===== config.mk =====
export PLATFORM = sky130hd
export DESIGN_NAME = lprtc_core
export DESIGN_NICKNAME = d
export VERILOG_FILES = /design/src/logic/lprtc_pkg.sv /design/src/logic/lprtc_core.sv
export VERILOG_INCLUDE_DIRS = /design/src /design/src/logic
export SDC_FILE = /design/constraint.sdc
export NUM_CORES = 1
export LEC_CHECK = 0
export BUFFER_PORTS_ARGS = -buffer_cell sky130_fd_sc_hd__buf_2
export CORE_MARGIN = 4
export CORE_UTILIZATION = 59
export DETAILED_ROUTE_END_ITERATION = 10
export PLACE_DENSITY = 0.75
export SYNTH_ARGS = -nofsm -noshare
export SYNTH_HDL_FRONTEND = slang
export SYNTH_SLANG_ARGS = --single-unit

===== constraint.sdc =====
create_clock -name clk_sys -period 3.98 [get_ports clk_sys]
set_input_delay 0.199 -clock clk_sys [delete_from_list [all_inputs] [get_ports clk_sys]]
set_output_delay 0.199 -clock clk_sys [all_outputs]
set_load 0.01 [all_outputs]

===== src/logic/lprtc_map.svh =====
// lprtc_map.svh: register offsets, field layouts and counter constants
// assumes: a wishbone slave with 32-bit data, byte addresses
`ifndef LPRTC_MAP_SVH
`define LPRTC_MAP_SVH
`define LPRTC_ADR_START 12'h000
`define LPRTC_ADR_STOP 12'h004
`define LPRTC_ADR_CLEAR 12'h008
`define LPRTC_ADR_FORCE 12'h00C
`define LPRTC_ADR_EV_TICK 12'h100
`define LPRTC_ADR_EV_WRAP 12'h104
`define LPRTC_ADR_EV_MATCH 12'h140
`define LPRTC_ADR_ROUTE 12'h340
`define LPRTC_ADR_ROUTE_SET 12'h344
`define LPRTC_ADR_ROUTE_CLR 12'h348
`define LPRTC_ADR_STATUS 12'h400
`define LPRTC_ADR_COUNTER 12'h504
`define LPRTC_ADR_PRESCALE 12'h508
`define LPRTC_ADR_MATCH 12'h540
`define LPRTC_BIT_TICK 0
`define LPRTC_BIT_WRAP 1
`define LPRTC_BIT_MATCH0 16
`define LPRTC_NEAR_WRAP 24'hFFFFF0
`define LPRTC_ALL_ONES 24'hFFFFFF
`define LPRTC_SYNC_MAX 3'h3
`endif


===== src/logic/lprtc_pkg.sv =====
// lprtc_pkg.sv: types shared by the counter block
// assumes: included map header supplies the numbers
package lprtc_pkg;
  typedef enum logic [1:0] {
    LPRTC_IDLE = 2'b00,
    LPRTC_WAIT = 2'b01,
    LPRTC_DONE = 2'b10
  } lprtc_rd_t;
endpackage : lprtc_pkg


===== src/logic/lprtc_core.sv =====
// lprtc_core.sv: low-power real-time counter with wishbone registers
// assumes: slow_clock_32k is an asynchronous pin, clk_sys is 100 MHz
`timescale 1ns/1ps
`include "lprtc_map.svh"
module lprtc_core #(
  parameter int NUM_MATCH = 4 // number of match registers
) (
  input wire logic clk_sys, // 100 MHz system clock
  input wire logic resetn, // synchronous reset, active low
  input wire logic slow_clock_32k, // 32.768 kHz slow clock pin
  input wire logic slow_clock_running, // slow clock already up
  output logic slow_clock_request, // ask for slow clock, RC source
  output logic rc_source_select, // high: request uses RC source
  output logic fast_clock_request, // routed event wants fast clocks
  output logic [NUM_MATCH+1:0] event_pulse, // routed events, one cycle
  input wire logic wb_cyc_i, // wishbone cycle
  input wire logic wb_stb_i, // wishbone strobe
  input wire logic wb_we_i, // wishbone write enable
  input wire logic [11:0] wb_adr_i, // wishbone byte address
  input wire logic [3:0] wb_sel_i, // wishbone byte selects
  input wire logic [31:0] wb_dat_i, // wishbone write data
  output logic [31:0] wb_dat_o, // wishbone read data
  output logic wb_ack_o // wishbone acknowledge
);
  localparam int NEV = NUM_MATCH + 2;

  logic [23:0] counter;
  logic [11:0] prescale;
  logic [11:0] internal_divide_count;
  logic [23:0] match_value [NUM_MATCH];
  logic [NEV-1:0] event_routing_enable;
  logic [NEV-1:0] ev_flag;
  logic running;
  logic [1:0] sync;
  logic slow_q;
  logic [1:0] edge_seen;
  logic pend_clear;
  logic pend_stop;
  logic pend_force;
  logic [23:0] count_copy;
  lprtc_pkg::lprtc_rd_t rd_state;

  // slow clock edges, sync[0] feeds sync[1] only
  always_ff @(posedge clk_sys) begin
    if (!resetn) begin
      sync <= 2'h0;
      slow_q <= 1'b0;
    end else begin
      sync <= {sync[0], slow_clock_32k};
      slow_q <= sync[1];
    end
  end
  wire slow_rise = sync[1] && !slow_q;
  wire slow_fall = !sync[1] && slow_q;

  // bus decode
  wire req = wb_cyc_i && wb_stb_i && !wb_ack_o;
  wire rd_counter = req && !wb_we_i && wb_adr_i == `LPRTC_ADR_COUNTER;
  wire wr = req && wb_we_i && wb_sel_i[0];
  wire wr_start = wr && wb_adr_i == `LPRTC_ADR_START && wb_dat_i[0];
  wire wr_stop = wr && wb_adr_i == `LPRTC_ADR_STOP && wb_dat_i[0];
  wire wr_clear = wr && wb_adr_i == `LPRTC_ADR_CLEAR && wb_dat_i[0];
  wire wr_force = wr && wb_adr_i == `LPRTC_ADR_FORCE && wb_dat_i[0];

  // delayed tasks need a falling then a rising slow edge
  wire any_pend = pend_clear || pend_stop || pend_force;
  wire pend_fire = any_pend && edge_seen[1] && slow_rise;
  always_ff @(posedge clk_sys) begin
    if (!resetn) begin
      edge_seen <= 2'h0;
    end else if (!any_pend || pend_fire) begin
      edge_seen <= 2'h0;
    end else if (slow_fall) begin
      edge_seen <= 2'h2;
    end
  end
  always_ff @(posedge clk_sys) begin
    if (!resetn) begin
      pend_clear <= 1'b0;
      pend_stop <= 1'b0;
      pend_force <= 1'b0;
    end else if (pend_fire) begin
      pend_clear <= wr_clear;
      pend_stop <= wr_stop;
      pend_force <= wr_force;
    end else begin
      pend_clear <= pend_clear || wr_clear;
      pend_stop <= pend_stop || wr_stop;
      pend_force <= pend_force || wr_force;
    end
  end
  wire do_clear = pend_fire && pend_clear;
  wire do_stop = pend_fire && pend_stop;
  wire do_force = pend_fire && pend_force;

  // run state; stop gates events at once
  logic events_on;
  always_ff @(posedge clk_sys) begin
    if (!resetn) begin
      running <= 1'b0;
      events_on <= 1'b0;
    end else if (wr_start) begin
      running <= 1'b1;
      events_on <= 1'b1;
    end else begin
      if (wr_stop) events_on <= 1'b0;
      if (do_stop) running <= 1'b0;
    end
  end

  // clock requests
  always_ff @(posedge clk_sys) begin
    if (!resetn) begin
      slow_clock_request <= 1'b0;
    end else if (wr_start && !slow_clock_running) begin
      slow_clock_request <= 1'b1;
    end else if (do_stop) begin
      slow_clock_request <= 1'b0;
    end
  end
  assign rc_source_select = slow_clock_request;

  // divider and counter, stepped on slow rising edge
  wire step = running && slow_rise && internal_divide_count == 12'h000;
  always_ff @(posedge clk_sys) begin
    if (!resetn) begin
      internal_divide_count <= 12'h000;
    end else if (wr_start || do_clear || do_force) begin
      internal_divide_count <= prescale;
    end else if (running && slow_rise) begin
      if (internal_divide_count == 12'h000)
        internal_divide_count <= prescale;
      else
        internal_divide_count <= internal_divide_count - 12'h001;
    end
  end
  always_ff @(posedge clk_sys) begin
    if (!resetn) begin
      counter <= 24'h000000;
    end else if (do_clear) begin
      counter <= 24'h000000;
    end else if (do_force) begin
      counter <= `LPRTC_NEAR_WRAP;
    end else if (step) begin
      counter <= counter + 24'h000001;
    end
  end

  // events fire only on a step, never on start or clear
  logic [NEV-1:0] raw_ev;
  always_comb begin
    raw_ev = '0;
    raw_ev[`LPRTC_BIT_TICK] = step;
    raw_ev[`LPRTC_BIT_WRAP] = step && counter == `LPRTC_ALL_ONES;
    for (int i = 0; i < NUM_MATCH; i++)
      raw_ev[i+2] = step && counter + 24'h000001 == match_value[i];
  end
  wire [NEV-1:0] gated_ev = raw_ev & event_routing_enable & {NEV{events_on}};
  always_ff @(posedge clk_sys) begin
    if (!resetn) begin
      event_pulse <= '0;
      fast_clock_request <= 1'b0;
    end else begin
      event_pulse <= gated_ev;
      fast_clock_request <= |gated_ev;
    end
  end

  // event flags: set wins over a clear
  logic [NEV-1:0] ev_clr;
  always_comb begin
    ev_clr = '0;
    if (wr && !wb_dat_i[0]) begin
      if (wb_adr_i == `LPRTC_ADR_EV_TICK) ev_clr[0] = 1'b1;
      if (wb_adr_i == `LPRTC_ADR_EV_WRAP) ev_clr[1] = 1'b1;
      for (int i = 0; i < NUM_MATCH; i++)
        if (wb_adr_i == `LPRTC_ADR_EV_MATCH + 12'(4 * i)) ev_clr[i+2] = 1'b1;
    end
  end
  always_ff @(posedge clk_sys) begin
    if (!resetn) ev_flag <= '0;
    else ev_flag <= (ev_flag & ~ev_clr) | gated_ev;
  end

  // configuration writes
  always_ff @(posedge clk_sys) begin
    if (!resetn) begin
      event_routing_enable <= '0;
      prescale <= 12'h000;
      for (int i = 0; i < NUM_MATCH; i++) match_value[i] <= 24'h000000;
    end else if (wr) begin
      if (wb_adr_i == `LPRTC_ADR_PRESCALE && !running)
        prescale <= wb_dat_i[11:0];
      for (int i = 0; i < NUM_MATCH; i++)
        if (wb_adr_i == `LPRTC_ADR_MATCH + 12'(4 * i))
          match_value[i] <= wb_dat_i[23:0];
      if (wb_adr_i == `LPRTC_ADR_ROUTE)
        event_routing_enable <= {wb_dat_i[`LPRTC_BIT_MATCH0 +: NUM_MATCH],
          wb_dat_i[1:0]};
      else if (wb_adr_i == `LPRTC_ADR_ROUTE_SET)
        event_routing_enable <= event_routing_enable |
          {wb_dat_i[`LPRTC_BIT_MATCH0 +: NUM_MATCH], wb_dat_i[1:0]};
      else if (wb_adr_i == `LPRTC_ADR_ROUTE_CLR)
        event_routing_enable <= event_routing_enable &
          ~{wb_dat_i[`LPRTC_BIT_MATCH0 +: NUM_MATCH], wb_dat_i[1:0]};
    end
  end

  // counter read: wait for a quiet slow-clock window, then latch copy
  logic [2:0] rd_wait;
  always_ff @(posedge clk_sys) begin
    if (!resetn) begin
      rd_state <= lprtc_pkg::LPRTC_IDLE;
      rd_wait <= 3'h0;
      count_copy <= 24'h000000;
    end else begin
      unique case (rd_state)
        lprtc_pkg::LPRTC_IDLE: begin
          rd_wait <= 3'h0;
          if (rd_counter) rd_state <= lprtc_pkg::LPRTC_WAIT;
        end
        lprtc_pkg::LPRTC_WAIT: begin
          rd_wait <= rd_wait + 3'h1;
          if (rd_wait == `LPRTC_SYNC_MAX || !slow_rise) begin
            count_copy <= counter;
            rd_state <= lprtc_pkg::LPRTC_DONE;
          end
        end
        lprtc_pkg::LPRTC_DONE: rd_state <= lprtc_pkg::LPRTC_IDLE;
        default: rd_state <= lprtc_pkg::LPRTC_IDLE;
      endcase
    end
  end

  // ack and read data
  logic [31:0] next_dat;
  always_comb begin
    next_dat = 32'h00000000;
    unique case (wb_adr_i)
      `LPRTC_ADR_EV_TICK: next_dat[0] = ev_flag[0];
      `LPRTC_ADR_EV_WRAP: next_dat[0] = ev_flag[1];
      `LPRTC_ADR_ROUTE, `LPRTC_ADR_ROUTE_SET, `LPRTC_ADR_ROUTE_CLR: begin
        next_dat[1:0] = event_routing_enable[1:0];
        next_dat[`LPRTC_BIT_MATCH0 +: NUM_MATCH] =
          event_routing_enable[NEV-1:2];
      end
      `LPRTC_ADR_STATUS: next_dat[2:0] = {slow_clock_request, any_pend,
        running};
      `LPRTC_ADR_PRESCALE: next_dat[11:0] = prescale;
      default: begin
        for (int i = 0; i < NUM_MATCH; i++) begin
          if (wb_adr_i == `LPRTC_ADR_MATCH + 12'(4 * i))
            next_dat[23:0] = match_value[i];
          if (wb_adr_i == `LPRTC_ADR_EV_MATCH + 12'(4 * i))
            next_dat[0] = ev_flag[i+2];
        end
      end
    endcase
  end
  always_ff @(posedge clk_sys) begin
    if (!resetn) begin
      wb_ack_o <= 1'b0;
      wb_dat_o <= 32'h00000000;
    end else if (rd_state == lprtc_pkg::LPRTC_DONE) begin
      wb_ack_o <= 1'b1;
      wb_dat_o <= {8'h00, count_copy};
    end else begin
      wb_ack_o <= req && !rd_counter;
      wb_dat_o <= next_dat;
    end
  end

  // read stall is counted from the cycle the request is taken
  a_read_bound: assert property (
    @(posedge clk_sys) disable iff (!resetn)
    rd_counter && rd_state == lprtc_pkg::LPRTC_IDLE |-> ##[2:6] wb_ack_o)
    else $error("counter read not answered within six cycles");
  a_ack_pulse: assert property (
    @(posedge clk_sys) disable iff (!resetn)
    wb_ack_o |=> !wb_ack_o)
    else $error("acknowledge held longer than one cycle");
  a_force_load: assert property (
    @(posedge clk_sys) disable iff (!resetn)
    do_force && !do_clear |=> counter == `LPRTC_NEAR_WRAP)
    else $error("force task did not load near wrap value");
  a_clear_load: assert property (
    @(posedge clk_sys) disable iff (!resetn)
    do_clear |=> counter == 24'h000000)
    else $error("clear task did not zero the counter");
  a_wrap_event: assert property (
    @(posedge clk_sys) disable iff (!resetn)
    raw_ev[`LPRTC_BIT_WRAP] && !do_force |=> counter == 24'h000000)
    else $error("wrap event without counter at zero");
  a_wrap_continue: assert property (
    @(posedge clk_sys) disable iff (!resetn)
    step && counter == 24'h000000 && !do_clear && !do_force
      |=> counter == 24'h000001)
    else $error("counter did not step on from zero");
  a_tick_step: assert property (
    @(posedge clk_sys) disable iff (!resetn)
    step && events_on && event_routing_enable[`LPRTC_BIT_TICK]
      |=> event_pulse[`LPRTC_BIT_TICK])
    else $error("routed tick missing on a step");
  a_match_value: assert property (
    @(posedge clk_sys) disable iff (!resetn)
    event_pulse[2] && !$past(do_clear || do_force)
      |-> counter == $past(match_value[0]))
    else $error("match event with counter off the match value");
  a_stop_blocks: assert property (
    @(posedge clk_sys) disable iff (!resetn)
    wr_stop |=> !events_on ##1 event_pulse == '0)
    else $error("event after stop task");
  a_prescale_hold: assert property (
    @(posedge clk_sys) disable iff (!resetn)
    running && $past(running) |-> $stable(prescale))
    else $error("prescaler changed while running");
  a_routing_gate: assert property (
    @(posedge clk_sys) disable iff (!resetn)
    fast_clock_request |-> $past(|(raw_ev & event_routing_enable)))
    else $error("fast clock requested by unrouted event");
  a_step_reload: assert property (
    @(posedge clk_sys) disable iff (!resetn)
    step && !do_clear && !do_force
      |=> internal_divide_count == $past(prescale))
    else $error("divide count not reloaded on step");
  a_task_delay: assert property (
    @(posedge clk_sys) disable iff (!resetn)
    wr_clear && !any_pend |-> !do_clear [*3])
    else $error("clear acted without slow clock edges");
endmodule : lprtc_core


==> flow_metrics.tcl <==
set metrics [dict create \
    outcome "complete, no violations" \
    yosysUniqueCellTypes 84 \
    final.min_clock_period_ns 3.56 \
    hold_violations 0 \
    clk-insertion-delay-late_ns 0.54 \
    path_max_fanout 7 \
    relSlewSlack_pct 19.6 \
    num_vias 11200 \
    path_cells "ha_1, nand4_4, nor4_4, xnor2_1, xor2_1, nand4b_1, or4_1, or3_1, a21oi_1" \
    grt_pass1_wl_um 63200 \
    antennaDiodeCount 0 \
    ys_warn_count 0 \
    worstPathArrival_ns 4.03 \
    cp.buffers_inverters 0 \
    synth_most_common_cell "nand2_1" \
    h-tree-depth 1 \
    end_kind "register" \
    cpMaxStageDelayCell "nor4_4" \
    leakage_nw 5.10 \
    cts.repair.resized 0 \
    synth_edf_count 96 \
    hpwl_um 29800 \
    die_w_um 152 \
    grt_max_degree 33 \
    finClkSkew_ns 0.0146 \
    post_synth.cell_area_avg_um2 9.11 \
    die_h_um 152 \
    clockBufferDepth 3 \
    worst_pin_slew_ns 1.20 \
    area_delta_synth_final_pct 15.3 \
    gr-total-overflow 0 \
    cp_data_required_time_ns 4.44 \
    grt_pass1_vias 10500 \
    path_class "register to register" \
    vias_per_cell 6.48 \
    core_area_mm2 0.0204 \
    yosys.area_share.adder_pct 0.509 \
    synthesis.instances 1349 \
    clock-sinks 227 \
    synth_xor_area_share_pct 9.66 \
    power.density_mw_per_mm2 365 \
    fin_crit_sh_pct 89.6 \
    synth_top_area_share_pct 23.5 \
    peakVddDrop_mv 0.371 \
    synth_area_leaders "edfxtp_1 (23%), dfxtp_1 (21%), and2_1 (5.5%)" \
    remaining_drc_errors 0 \
    wl_per_cell_um 24.2 \
    ys_seq_area_share_pct 44.8 \
    slew_violations 0 \
    io_pins 97 \
    synth_common_cells "nand2_1 (172), dfxtp_1 (131), a21oi_1 (126), and2_1 (108), edfxtp_1 (96)" \
    stdcell_count 1733 \
    synth_ff_type "dfxtp_1" \
    rows 52 \
    rsz0062_at_grt "false" \
    muxShareOfSynthArea_pct 0.326 \
    critPathMaxStageDelay_ns 0.64 \
    ant_nets 0 \
    start_util_pct 60.3 \
    hold_class "input port to register" \
    yosysTopAreaCell "edfxtp_1" \
    drv_cap 0 \
    cts_tree "yes" \
    min_from "wb_dat_i[21]" \
    cts_made_buffers 24 \
    die_area_mm2 0.0232 \
    clock.fmax_mhz 281 \
    grt_use_total_pct 34.7 \
    drt_iter0_drc 1441 \
    fin_nets 1505 \
    synth_compound_area_share_pct 16.6 \
    drive_above_1_share_pct 14.1 \
    root_buffer "clkbuf_16" \
    async_flop_share_pct 0 \
    firstDrtPassIters 9 \
    clk_pin_slew_ns 0.06 \
    start_kind "register" \
    yosys_register_bits 227 \
    crit_path_start "counter[1]" \
    n_fill_cell 1624 \
    fin_tns_setup_ns 0 \
    synth_area_mm2 0.0123 \
    placed_cells 1664 \
    synth_top_family_by_area "simple AND/OR/NAND/NOR gates" \
    setup_viol 0 \
    crit_family "simple AND/OR/NAND/NOR gates" \
    yosys.area_share.simple_pct 24.2 \
    antenna_found_initial 2 \
    port_buffers 77 \
    gp_congestion 1.02 \
    wirelength_um 42000 \
    reg2reg_from "counter[1]" \
]
metal layers:
metal | global-route usage, % | vias to the layer above | share of wire, %
li1 | - | 5044 | -
met1 | 50.3 | 5339 | 41
met2 | 52.1 | 735 | 44
met3 | 7.24 | 104 | 12
met4 | 11.7 | 2 | 3.4
met5 | 0 | - | 0.031
state kept, by name, summed over array words and instances, names as in the netlist, 2 cells and up, named ones only:
name / flops
count_copy: 24
counter: 24
ev_flag: 6
event_pulse: 6
internal_divide_count: 12
match_value: 96
prescale: 12
rd_state: 2
rd_wait: 3
sync: 2
wb_dat_o: 24
per-stage QoR:
stage	hold WS, ns	power (mW)	cell area (um2)	setup slack, ns	utilization (%)
after floorplan	0.326	2.64	12300	0.405	-
after global placement	0.405	2.74	13000	0.556	64.0
after detailed placement	0.410	2.74	13000	0.484	64.0
after CTS	0.00364	5.18	14200	0.447	69.6
after global routing	0.0246	5.32	14200	0.222	69.6
final	0.00728	5.17	14200	0.415	69.6
final timing paths:
kind	endpoint	depth (start not counted)	slack (ns)
setup / recovery	ev_flag[4]	9	0.42
hold / removal	match_value[1][21]	2	0.007
setup reg to reg	ev_flag[4]	9	0.42
hold reg to reg	sync[1]	1	0.44
layout make-up:
type	instances	area (um2)	area share, %
Multi-Input combinational cell	1024	6370	44.9
Sequential cell	227	5510	38.9
Timing Repair Buffer	154	1030	7.24
Clock buffer	37	757	5.34
Tap cell	270	338	2.38
Clock inverter	7	121	0.857
Inverter	14	52.6	0.371
report_power, final:
group / internal (mW) / leakage (nW) / switching [mW]
combinational: 0.0789 / 2.63 / 0.136
clock: 1.51 / 0.433 / 0.948
sequential: 2.46 / 2.04 / 0.0439
total: 4.05 / 5.10 / 1.13
cell usage in the layout, fill, tap and decap left out, types with 54 or more instances in the layout:
master and n:
nand2_1 172, dfxtp_1 131, a21oi_1 126, and2_1 108
edfxtp_1 96, buf_2 77, nor2_1 76, xnor2_1 72
o21ai_0 61, xor2_1 54
kinds of logic after synthesis:
family	after synthesis
other	1
AO/OA/AOI/OAI	326
AND/OR/NAND/NOR	551
XOR/XNOR	130
multiplexers	4
buffers and inverters	105
flip-flops	227
adder cells (fa/ha/maj)	5
what timing repair did:
action                    4_1_cts  5_1_grt
setup buffers                   0        0
hold endpoints to repair       39        0
hold buffers                   25        0
(Power assumes the default switching activity.)
